===== config.mk =====
export PLATFORM = sky130hd
export DESIGN_NAME = jcr_dev_flat
export DESIGN_NICKNAME = d
export VERILOG_FILES = /design/src/hw/jcr_pkg.sv /design/src/hw/jcr_link_if.sv /design/src/hw/jcr_dev.sv /design/src/flat_wrapper.sv
export SDC_FILE = /design/constraint.sdc
export NUM_CORES = 1
export LEC_CHECK = 0
export BUFFER_PORTS_ARGS = -buffer_cell sky130_fd_sc_hd__buf_2
export CAP_MARGIN = 20
export CORE_MARGIN = 4
export CORE_UTILIZATION = 40
export DETAILED_ROUTE_END_ITERATION = 10
export HOLD_SLACK_MARGIN = 0.02
export PLACE_DENSITY = 0.59
export SETUP_SLACK_MARGIN = 0.3
export SLEW_MARGIN = 20
export SYNTH_ARGS = -nofsm -noshare
export SYNTH_HDL_FRONTEND = slang
export SYNTH_SLANG_ARGS = --single-unit
export TNS_END_PERCENT = 100

===== constraint.sdc =====
create_clock -name clock_i -period 3.2 [get_ports clock_i]
set_input_delay 0.48 -clock clock_i [delete_from_list [all_inputs] [get_ports clock_i]]
set_output_delay 0.48 -clock clock_i [all_outputs]
set_load 0.01 [all_outputs]

===== src/hw/jcr_pkg.sv =====
package jcr_pkg;
	localparam int          IR_W          = 6;
	localparam logic [5:0]  IR_PKT_IN     = 6'h05;
	localparam logic [5:0]  IR_RB_OUT     = 6'h04;
	localparam logic [5:0]  IR_BYPASS     = 6'h3F;
	localparam logic [5:0]  IR_CAPTURE    = 6'h01;
	localparam int          WORD_W        = 16;
	localparam int          RB_W          = 32;
	localparam logic [15:0] SYNC_HI       = 16'hAA99;
	localparam logic [15:0] SYNC_LO       = 16'h5566;
	localparam logic [15:0] HDR_RD_STATUS = 16'h2901;
	localparam logic [15:0] WORD_NOOP     = 16'h2000;
	localparam int          RST_CLKS      = 5;
	localparam int          RTI_CLKS      = 1;
	localparam int          NAV_CLKS      = 2;
	localparam int          STATUS_WORDS  = 5;
	localparam int          STATUS_BITS   = STATUS_WORDS * WORD_W;
	localparam int          FIFO_DEPTH    = 16;
	localparam int          CLK_PERIOD_NS = 8;
	localparam int          TCK_PERIOD_NS = 80;
	localparam int          TCK_HALF_CYC  = TCK_PERIOD_NS / (2 * CLK_PERIOD_NS);

	typedef enum logic [3:0] {
		T_TLR, T_RTI, T_SEL_DR, T_CAP_DR, T_SH_DR, T_EX1_DR, T_PA_DR, T_EX2_DR,
		T_UPD_DR, T_SEL_IR, T_CAP_IR, T_SH_IR, T_EX1_IR, T_PA_IR, T_EX2_IR, T_UPD_IR
	} jcr_tap_type;

	typedef enum logic [3:0] {
		H_IDLE, H_RST, H_RTI, H_SELIR, H_CAPIR, H_IR, H_SELDR, H_CAPDR, H_DR, H_END
	} jcr_hst_type;

	typedef enum logic [1:0] {
		OP_WRITE, OP_READ, OP_STATUS
	} jcr_op_type;
endpackage


===== src/hw/jcr_link_if.sv =====
`timescale 1ns/1ns
`default_nettype none
interface jcr_link_if;
	logic tck;
	logic tms;
	logic tdi;
	logic tdo;

	modport dev (
		input  tck,
		input  tms,
		input  tdi,
		output tdo
	);

	modport host (
		output tck,
		output tms,
		output tdi,
		input  tdo
	);
endinterface
`default_nettype wire


===== src/hw/jcr_dev.sv =====
`timescale 1ns/1ns
`default_nettype none
module jcr_fifo #(
	parameter int W     = 16,
	parameter int DEPTH = 16
) (
	input  wire logic         clock_i,
	input  wire logic         nrst_i,
	input  wire logic         in_valid_i,
	output logic              in_ready_o,
	input  wire logic [W-1:0] in_data_i,
	output logic              out_valid_o,
	input  wire logic         out_ready_i,
	output logic [W-1:0]      out_data_o
);
	localparam int AW = $clog2(DEPTH);

	logic [W-1:0] mem_ff [DEPTH];
	logic [W-1:0] nxt_mem [DEPTH];
	logic [AW:0]  wr_ff, nxt_wr;
	logic [AW:0]  rd_ff, nxt_rd;
	logic         full;
	logic         empty;

	// Depth must be a power of two: pointers wrap by overflow
	assign empty       = (wr_ff == rd_ff);
	assign full        = (wr_ff[AW-1:0] == rd_ff[AW-1:0]) && (wr_ff[AW] != rd_ff[AW]);
	assign in_ready_o  = !full;
	assign out_valid_o = !empty;
	assign out_data_o  = mem_ff[rd_ff[AW-1:0]];

	always_comb begin
		nxt_mem = mem_ff;
		nxt_wr  = wr_ff;
		nxt_rd  = rd_ff;
		if (in_valid_i && !full) begin
			nxt_mem[wr_ff[AW-1:0]] = in_data_i;
			nxt_wr                 = wr_ff + 1'b1;
		end
		if (out_ready_i && !empty)
			nxt_rd = rd_ff + 1'b1;
	end

	always_ff @(posedge clock_i or negedge nrst_i) begin
		if (!nrst_i) begin
			wr_ff <= '0;
			rd_ff <= '0;
			for (int i = 0; i < DEPTH; i++)
				mem_ff[i] <= '0;
		end else begin
			wr_ff  <= nxt_wr;
			rd_ff  <= nxt_rd;
			mem_ff <= nxt_mem;
		end
	end
endmodule

////////////////////////////////////////////////////////////////////////////////
module jcr_dev #(
	parameter int DEPTH = jcr_pkg::FIFO_DEPTH
) (
	input  wire logic        clock_i,
	input  wire logic        nrst_i,
	jcr_link_if.dev          link,
	output logic             pkt_valid_o,
	input  wire logic        pkt_ready_i,
	output logic [15:0]      pkt_data_o,
	input  wire logic [31:0] rb_data_i,
	output logic             rb_load_o,
	output logic             pkt_sel_o,
	output logic             overrun_o,
	output logic             synced_o
);

	function automatic jcr_pkg::jcr_tap_type tap_next(input jcr_pkg::jcr_tap_type s, input logic m);
		unique case (s)
			jcr_pkg::T_TLR:    tap_next = m ? jcr_pkg::T_TLR    : jcr_pkg::T_RTI;
			jcr_pkg::T_RTI:    tap_next = m ? jcr_pkg::T_SEL_DR : jcr_pkg::T_RTI;
			jcr_pkg::T_SEL_DR: tap_next = m ? jcr_pkg::T_SEL_IR : jcr_pkg::T_CAP_DR;
			jcr_pkg::T_CAP_DR: tap_next = m ? jcr_pkg::T_EX1_DR : jcr_pkg::T_SH_DR;
			jcr_pkg::T_SH_DR:  tap_next = m ? jcr_pkg::T_EX1_DR : jcr_pkg::T_SH_DR;
			jcr_pkg::T_EX1_DR: tap_next = m ? jcr_pkg::T_UPD_DR : jcr_pkg::T_PA_DR;
			jcr_pkg::T_PA_DR:  tap_next = m ? jcr_pkg::T_EX2_DR : jcr_pkg::T_PA_DR;
			jcr_pkg::T_EX2_DR: tap_next = m ? jcr_pkg::T_UPD_DR : jcr_pkg::T_SH_DR;
			jcr_pkg::T_UPD_DR: tap_next = m ? jcr_pkg::T_SEL_DR : jcr_pkg::T_RTI;
			jcr_pkg::T_SEL_IR: tap_next = m ? jcr_pkg::T_TLR    : jcr_pkg::T_CAP_IR;
			jcr_pkg::T_CAP_IR: tap_next = m ? jcr_pkg::T_EX1_IR : jcr_pkg::T_SH_IR;
			jcr_pkg::T_SH_IR:  tap_next = m ? jcr_pkg::T_EX1_IR : jcr_pkg::T_SH_IR;
			jcr_pkg::T_EX1_IR: tap_next = m ? jcr_pkg::T_UPD_IR : jcr_pkg::T_PA_IR;
			jcr_pkg::T_PA_IR:  tap_next = m ? jcr_pkg::T_EX2_IR : jcr_pkg::T_PA_IR;
			jcr_pkg::T_EX2_IR: tap_next = m ? jcr_pkg::T_UPD_IR : jcr_pkg::T_SH_IR;
			jcr_pkg::T_UPD_IR: tap_next = m ? jcr_pkg::T_SEL_DR : jcr_pkg::T_RTI;
		endcase
	endfunction

	////////////////////////////////////////////////////////////////////////////
	jcr_pkg::jcr_tap_type tap_ff, nxt_tap;
	logic [5:0]           ir_sh_ff, nxt_ir_sh;
	logic [5:0]           ir_ff, nxt_ir;
	logic                 byp_ff, nxt_byp;
	logic [15:0]          pi_sh_ff, nxt_pi_sh;
	logic [3:0]           pi_cnt_ff, nxt_pi_cnt;
	logic [31:0]          rb_sh_ff, nxt_rb_sh;
	logic                 tdo_ff, nxt_tdo;
	logic                 push_ff, nxt_push;
	logic [15:0]          push_d_ff, nxt_push_d;
	logic                 ovr_ff, nxt_ovr;
	logic [1:0]           sync_ff, nxt_sync;
	logic                 rbl_ff, nxt_rbl;
	logic [2:0]           tck_s_ff;
	logic [1:0]           tms_s_ff;
	logic [1:0]           tdi_s_ff;
	logic                 rise;
	logic                 fall;
	logic                 sel_pi;
	logic                 sel_rb;
	logic                 fifo_rdy;
	logic [15:0]          word;

	// Third tck stage only feeds the edge detector, never the first stage
	assign rise   = tck_s_ff[1] & ~tck_s_ff[2];
	assign fall   = ~tck_s_ff[1] & tck_s_ff[2];
	assign sel_pi = (ir_ff == jcr_pkg::IR_PKT_IN);
	assign sel_rb = (ir_ff == jcr_pkg::IR_RB_OUT);
	assign word   = {pi_sh_ff[14:0], tdi_s_ff[1]};

	////////////////////////////////////////////////////////////////////////////
	always_comb begin
		nxt_tap    = tap_ff;
		nxt_ir_sh  = ir_sh_ff;
		nxt_ir     = ir_ff;
		nxt_byp    = byp_ff;
		nxt_pi_sh  = pi_sh_ff;
		nxt_pi_cnt = pi_cnt_ff;
		nxt_rb_sh  = rb_sh_ff;
		nxt_tdo    = tdo_ff;
		nxt_push   = 1'b0;
		nxt_push_d = push_d_ff;
		nxt_rbl    = 1'b0;
		nxt_sync   = sync_ff;
		nxt_ovr    = ovr_ff;
		if (rise) begin
			if (tap_ff == jcr_pkg::T_TLR) begin
				nxt_ir = jcr_pkg::IR_BYPASS;
			end else if (tap_ff == jcr_pkg::T_CAP_IR) begin
				nxt_ir_sh = jcr_pkg::IR_CAPTURE;
			end else if (tap_ff == jcr_pkg::T_SH_IR) begin
				nxt_ir_sh = {tdi_s_ff[1], ir_sh_ff[5:1]};
			end else if (tap_ff == jcr_pkg::T_UPD_IR) begin
				nxt_ir = ir_sh_ff;
			end else if (tap_ff == jcr_pkg::T_CAP_DR) begin
				nxt_pi_cnt = 4'h0;
				nxt_byp    = 1'b0;
				if (sel_rb) begin
					nxt_rb_sh = rb_data_i;
					nxt_rbl   = 1'b1;
				end
			end else if (tap_ff == jcr_pkg::T_SH_DR) begin
				if (sel_pi) begin
					nxt_pi_sh  = word;
					nxt_pi_cnt = pi_cnt_ff + 4'h1;
					if (pi_cnt_ff == 4'hF) begin
						nxt_push   = 1'b1;
						nxt_push_d = word;
					end
				end else if (sel_rb) begin
					nxt_rb_sh = {rb_sh_ff[30:0], 1'b0};
				end else begin
					nxt_byp = tdi_s_ff[1];
				end
			end
			nxt_tap = tap_next(tap_ff, tms_s_ff[1]);
		end
		if (fall) begin
			if (tap_ff == jcr_pkg::T_SH_IR)
				nxt_tdo = ir_sh_ff[0];
			else if (tap_ff == jcr_pkg::T_SH_DR)
				nxt_tdo = sel_pi ? pi_sh_ff[15] : (sel_rb ? rb_sh_ff[31] : byp_ff);
		end
		// Advisory only; a full FIFO cannot stall the test clock
		if (push_ff) begin
			if (sync_ff == 2'h2)
				nxt_sync = 2'h2;
			else if (sync_ff == 2'h1 && push_d_ff == jcr_pkg::SYNC_LO)
				nxt_sync = 2'h2;
			else if (push_d_ff == jcr_pkg::SYNC_HI)
				nxt_sync = 2'h1;
			else
				nxt_sync = 2'h0;
		end
		if (rise && tap_ff == jcr_pkg::T_TLR)
			nxt_ovr = 1'b0;
		if (push_ff && !fifo_rdy)
			nxt_ovr = 1'b1;
	end

	always_ff @(posedge clock_i or negedge nrst_i) begin
		if (!nrst_i) begin
			tap_ff    <= jcr_pkg::T_TLR;
			ir_sh_ff  <= jcr_pkg::IR_CAPTURE;
			ir_ff     <= jcr_pkg::IR_BYPASS;
			byp_ff    <= 1'b0;
			pi_sh_ff  <= 16'h0000;
			pi_cnt_ff <= 4'h0;
			rb_sh_ff  <= 32'h0000_0000;
			tdo_ff    <= 1'b0;
			push_ff   <= 1'b0;
			push_d_ff <= 16'h0000;
			ovr_ff    <= 1'b0;
			sync_ff   <= 2'h0;
			rbl_ff    <= 1'b0;
			tck_s_ff  <= 3'h0;
			tms_s_ff  <= 2'h3;
			tdi_s_ff  <= 2'h0;
		end else begin
			tap_ff    <= nxt_tap;
			ir_sh_ff  <= nxt_ir_sh;
			ir_ff     <= nxt_ir;
			byp_ff    <= nxt_byp;
			pi_sh_ff  <= nxt_pi_sh;
			pi_cnt_ff <= nxt_pi_cnt;
			rb_sh_ff  <= nxt_rb_sh;
			tdo_ff    <= nxt_tdo;
			push_ff   <= nxt_push;
			push_d_ff <= nxt_push_d;
			ovr_ff    <= nxt_ovr;
			sync_ff   <= nxt_sync;
			rbl_ff    <= nxt_rbl;
			tck_s_ff  <= {tck_s_ff[1:0], link.tck};
			tms_s_ff  <= {tms_s_ff[0], link.tms};
			tdi_s_ff  <= {tdi_s_ff[0], link.tdi};
		end
	end

	////////////////////////////////////////////////////////////////////////////
	jcr_fifo #(
		.W     (jcr_pkg::WORD_W),
		.DEPTH (DEPTH)
	) u_fifo (
		.clock_i     (clock_i),
		.nrst_i      (nrst_i),
		.in_valid_i  (push_ff),
		.in_ready_o  (fifo_rdy),
		.in_data_i   (push_d_ff),
		.out_valid_o (pkt_valid_o),
		.out_ready_i (pkt_ready_i),
		.out_data_o  (pkt_data_o)
	);

	assign link.tdo  = tdo_ff;
	assign rb_load_o = rbl_ff;
	assign pkt_sel_o = sel_pi;
	assign overrun_o = ovr_ff;
	assign synced_o  = (sync_ff == 2'h2);

endmodule
`default_nettype wire


===== src/flat_wrapper.sv =====
// flat-port wrapper written by rule: the top's interface ports become plain ports
module jcr_dev_flat 
#(
	parameter int DEPTH = jcr_pkg::FIFO_DEPTH
)
  (clock_i, nrst_i, pkt_valid_o, pkt_ready_i, pkt_data_o, rb_data_i, rb_load_o, pkt_sel_o, overrun_o, synced_o, link_tck, link_tms, link_tdi, link_tdo);
  jcr_link_if link_i ();
  input  wire logic clock_i;
  input  wire logic nrst_i;
  output logic pkt_valid_o;
  input  wire logic pkt_ready_i;
  output logic [15:0] pkt_data_o;
  input  wire logic [31:0] rb_data_i;
  output logic rb_load_o;
  output logic pkt_sel_o;
  output logic overrun_o;
  output logic synced_o;
  input wire logic [$bits(link_i.tck)-1:0] link_tck;
  input wire logic [$bits(link_i.tms)-1:0] link_tms;
  input wire logic [$bits(link_i.tdi)-1:0] link_tdi;
  output wire logic [$bits(link_i.tdo)-1:0] link_tdo;
  assign link_i.tck = link_tck;
  assign link_i.tms = link_tms;
  assign link_i.tdi = link_tdi;
  assign link_tdo = link_i.tdo;
  jcr_dev #(.DEPTH(DEPTH)) u_core (.clock_i(clock_i), .nrst_i(nrst_i), .link(link_i), .pkt_valid_o(pkt_valid_o), .pkt_ready_i(pkt_ready_i), .pkt_data_o(pkt_data_o), .rb_data_i(rb_data_i), .rb_load_o(rb_load_o), .pkt_sel_o(pkt_sel_o), .overrun_o(overrun_o), .synced_o(synced_o));
endmodule

# Word-level counts from Yosys, hierarchy flattened
# Cells that the tools add are included.
totals:
  regBits: 364
  latchBits: 0
  ramBits: 0
  romBits: 0
  input_bits: 38
  output_inout_bits: 22
  elab_cells: 169
  n_memories: 0
op_classes:
  n_addsub: 3
  n_mul: 0
  n_div: 0
  magnitude_cmp: 3
  eq_ne: 29
  shift: 0
  muxes: 62
  bitwise: 11
  reduce_logical: 27
op_table:
  columns: ["operator", "count"]
  rows:
  - ["$bwmux 256", 1]
  - ["$mux 32", 5]
  - ["$bmux 16 s4", 1]
  - ["$demux 16 s4", 1]
  - ["$mux 16", 3]
  - ["$pmux 4 s12", 1]
  - ["$eq 4x4->1 const B", 9]
  - ["$mux 6", 6]
  - ["$mux 1", 30]
  - ["$mux 4", 7]
  - ["$reduce_and 8->1", 3]
  - ["$eq 16x15->1 const B", 1]
  - ["$eq 16x16->1 const B", 1]
  - ["$eq 4x3->1 const B", 4]
  - ["$eq 6x3->1 const B", 2]
  - ["$reduce_bool 2->1", 6]
  - ["$add 5x1->5 const B", 2]
  - ["$ge 5x5->1 const B", 2]
  - ["$mux 2", 5]
  - ["$not 4->5", 2]
  - ["$reduce_and 9->1", 1]
  - ["$eq 4x2->1 const B", 2]
  - ["$ne 2x2->1 const B", 4]
  - ["$logic_and 1x1->1", 7]
  - ["other kinds (19)", 29]

# Longest topological paths before layout
logic_depth:
  word_depth: 10
  depth_mapped: 8
  mapped_depth_nobuf: 5

# Modules after synthesis
# From an unflattened synthesis, not the netlist that was laid out.
unflattened:
  hier_cells: 1199
  area_unflattened_um2: 17216.5
modules_own_cells:
  columns: ["module", "n_inst", "cells_each", "area_each_um2", "seq_area_each_um2"]
  rows:
  - ["jcr_fifo", 1, 835, 12467.0, 6656.4]
  - ["jcr_dev", 1, 364, 4749.6, 2463.6]

# Worst setup path after synthesis
# No wires, ideal clock.
synth_timing:
  kind: "register to output"
  startpoint: "register u_core.u_fifo.rd_ff[0]"
  endpoint: "output pkt_data_o[1]"
  t_arrival_ns: 2.107
  required_ns: 2.720
  path_slack_ns: 0.613
  path_stages_with_launch: 5
  path_buffers: 2
  path_cell_list: "dfrtp_1 -> clkbuf_1 -> buf_1 -> mux4_2 -> mux4_2"
synth_between:
  elab_chain_cells: 4
synth_rtl:
  columns: ["item", "line", "source"]
  rows:
  - ["start: declaration", "jcr_dev.sv:21", "logic [AW:0] rd_ff, nxt_rd;"]
  - ["start signal: assignment", "jcr_dev.sv:52", "rd_ff <= nxt_rd;"]
  - ["$not 4->5 (not written as such)", "jcr_dev.sv:30", "assign out_data_o = mem_ff[rd_ff[AW-1:0]];"]
  - ["$bmux 16 s4", "jcr_dev.sv:30", null]
  - ["$mux 16 (not written as such) (2 in series)", "jcr_dev.sv:30", null]
  - ["end: declaration", "flat_wrapper.sv:12", "output logic [15:0] pkt_data_o;"]
# Every way passes these cells. The select of a mux whose other input is x is not followed.

# Worst setup path after layout
layout_timing:
  startpoint: "register u_core.u_fifo.rd_ff[0]"
  endpoint: "output pkt_data_o[3]"
# Same word-level chain as after synthesis.

==> qor.csv <==
metric,value,unit
syn2layout_area_growth,17.5,%
drtPass1Iterations,5,
syn-cell-area,17000,um2
worst_setup_path_start_kind,flip-flop,
hold_ws,175,ps
pin_count,60,
slew_viol_final,0,
postSynthCellCount,1166,
fin_nets,1295,
cts_buffer_depth,3,
slew_headroom,0.240,
grt_pass1_vias,10700,
synth_seq_area_share,0.537,
cts-buffers-inserted,41,
finalSetupViolCount,0,
async_flop_share,1.00,
synth_edf_count,0,
grt_pass1_wl,63200,um
ctsHtreeMaxLevel,2,
gp_congestion,0.772,
tns,0,ps
drt_iter0_markers,568,
die_h,214,um
synth_warnings,0,
p_leak,9.42,nW
worstPathArrival,2480,ps
finalHoldViolations,0,
rsz0062_at_grt,yes,
power.density,519,nW/um2
cp.required,2720,ps
syn_area_per_cell,14.6,um2
vias_per_cell,5.48,
vdd_drop_max,0.437,mV
num-fill-cells,3643,
wl,39300,um
yosys_register_bits,364,
max_freq,0.338,GHz
fin_ws,238,ps
synth.distinct_cells,63,
maxCapViolations,0,
drive_gt1_frac,0.514,
core_area,41900,um2
hold_class,primary input to flip-flop,
vias,9987,
drc,0,
wire_per_inst,21.6,um
antenna_found_initial,0,
row_count,75,
skew,18.5,ps
cts.clk_slew.worst_paths,60,ps
grt_usage,0.173,
cp-end-kind,output port,
period_share,0.925,
rr_worst_depth,8,
portBuffers,59,
clock_tree.root_cell,clkbuf_16,
worst_pin_slew,1140,ps
status,finished clean,
start_util,0.405,
drtAntennaViolNets,0,
dieArea,45800,um2
cts_sinks,364,
die_x,214,um
gr-total-overflow,0,
period_needed,2960,ps
path_class,flip-flop to output port,
total_power,10.4,mW
cts_tree,built,
crit_fanout,6,
grt_max_degree,97,
whs_path_depth,3,
place_ws,458,ps
dp_hpwl,25100,um
synth.net_count,1210,
synth_flop_cell,dfrtp_1,
clock_latency,560,ps
[synth_stat cells, drive strengths merged (3+ instances only)]
| cell | instances | area, um2 |
|---|---|---|
| a21oi | 28 | 166 |
| a221oi | 16 | 140 |
| a22oi | 9 | 67.6 |
| a31oi | 3 | 18.8 |
| and2 | 3 | 18.8 |
| buf | 48 | 297 |
| clkbuf | 45 | 169 |
| dfrtp | 355 | 8880 |
| dfstp | 9 | 236 |
| ha | 6 | 75.1 |
| inv | 11 | 41.3 |
| mux2 | 352 | 4070 |
| mux2i | 35 | 350 |
| mux4 | 56 | 1260 |
| nand2 | 34 | 128 |
| nand2b | 5 | 31.3 |
| nand3 | 19 | 95.1 |
| nand4 | 10 | 62.6 |
| nor2 | 18 | 83.8 |
| nor2b | 12 | 75.1 |
| nor3 | 7 | 35.0 |
| nor4 | 3 | 25.0 |
| nor4bb | 6 | 60.1 |
| o2111ai | 6 | 77.6 |
| o211ai | 5 | 37.5 |
| o21ai | 23 | 115 |
| xnor2 | 10 | 87.6 |
| xor2 | 5 | 51.3 |
[cells in the final DEF (no fill, tap or decap), types with 11 or more instances in the layout]
| master | n |
|---|---|
| o21ai_0 | 20 |
| a21oi_1 | 16 |
| mux2_4 | 29 |
| nand2_1 | 31 |
| buf_2 | 51 |
| mux4_2 | 56 |
| buf_12 | 17 |
| clkbuf_1 | 13 |
| buf_4 | 45 |
| nand3_1 | 19 |
| nor2_1 | 17 |
| mux2i_1 | 34 |
| dfrtp_1 | 352 |
| mux2_2 | 323 |
| a21oi_2 | 12 |
| buf_6 | 13 |
| clkbuf_16 | 43 |
| nor2b_1 | 11 |
[metrics by stage]
stage	std cells	util	instance area, um2
floorplan	1166	-	17000
global placement	1724	0.432	18100
detailed placement	1724	0.432	18100
CTS	1819	0.471	19700
global route	1822	0.476	20000
finish	1823	0.476	20000
[metal layers]
metal  global-route usage  share of wire  wire (um)  vias to the layer above
met5                    0              0          0                        -
met4               0.0445          0.017        687                        0
met3               0.0275          0.038       1510                       44
met2                0.285           0.49      19200                      162
met1                0.241           0.46      17900                     5288
li1                     -              -          -                     4493
[worst paths after layout]
check	startpoint	end	slack, ps
worst max-delay path	u_core.u_fifo.rd_ff[0]	pkt_data_o[3]	240
worst min-delay path	rb_data_i[0]	u_core.rb_sh_ff[0]	170
worst max register to register	u_core.u_fifo.rd_ff[0]	u_core.u_fifo.mem_ff[234]	480
worst min register to register	u_core.tck_s_ff[0]	u_core.tck_s_ff[1]	340
max in group asynchronous	nrst_i	u_core.ir_ff[3]	1750
min in group asynchronous	nrst_i	u_core.tap_ff[3]	540
[cell type report]
cell class,count,area (um2),share of cell area
Sequential cell,364,9130,0.457
Multi-Input combinational cell,698,7510,0.376
Timing Repair Buffer,135,1230,0.0615
Clock buffer,63,1200,0.0600
Tap cell,539,674,0.0338
Clock inverter,12,186,0.00934
Inverter,11,41.3,0.00207
Antenna cell,1,2.50,0.000125
[cells by family (layout without fill, tap and decap cells)]
| kind of cell | count (synthesis) | in the layout | share of synthesized area |
|---|---|---|---|
| compound gates | 102 | 102 | 0.0429 |
| xor+xnor | 15 | 15 | 0.00817 |
| fa+ha+maj | 6 | 6 | 0.00442 |
| buf+inv | 104 | 221 | 0.0298 |
| flops | 364 | 364 | 0.537 |
| mux | 443 | 443 | 0.335 |
| other cells | 0 | 1 | 0 |
| simple gates | 132 | 132 | 0.0434 |
[critical path, cell delays in order, from the launching register on]
cell,delay [ps]
dfrtp_4,440
buf_12,170
buf_6,120
mux4_2,530
mux4_2,500
buf_6,140
[power breakdown]
part / internal (mW) / switching (mW) / leakage, nW
Sequential: 4.72 / 0.169 / 5.02
Combinational: 0.298 / 0.368 / 3.72
Clock: 2.91 / 1.89 / 0.680
Total: 7.93 / 2.43 / 9.42
[sequential cells by signal (all words and copies together) (netlist names), 2 cells and up]
name and count:
u_core.pi_cnt_ff 4, u_core.tap_ff 4, u_core.u_fifo.wr_ff 5, u_core.pi_sh_ff 16
u_core.push_d_ff 16, u_core.ir_sh_ff 6, u_core.sync_ff 2, u_core.rb_sh_ff 32
u_core.tck_s_ff 3, u_core.tms_s_ff 2, u_core.ir_ff 6, u_core.tdi_s_ff 2
u_core.u_fifo.rd_ff 5, u_core.u_fifo.mem_ff 256
[timing repair]
item / 4_1_cts / 5_1_grt
cloned: 0 / 2
hold buffers: 4 / 0
buffers inserted: 16 / 1
setup endpoints to repair: 16 / 18
resized for setup: 7 / 38
hold endpoints to repair: 86 / 0
pin swaps: 1 / 12
Note: power is estimated with default switching activity, not from simulation.
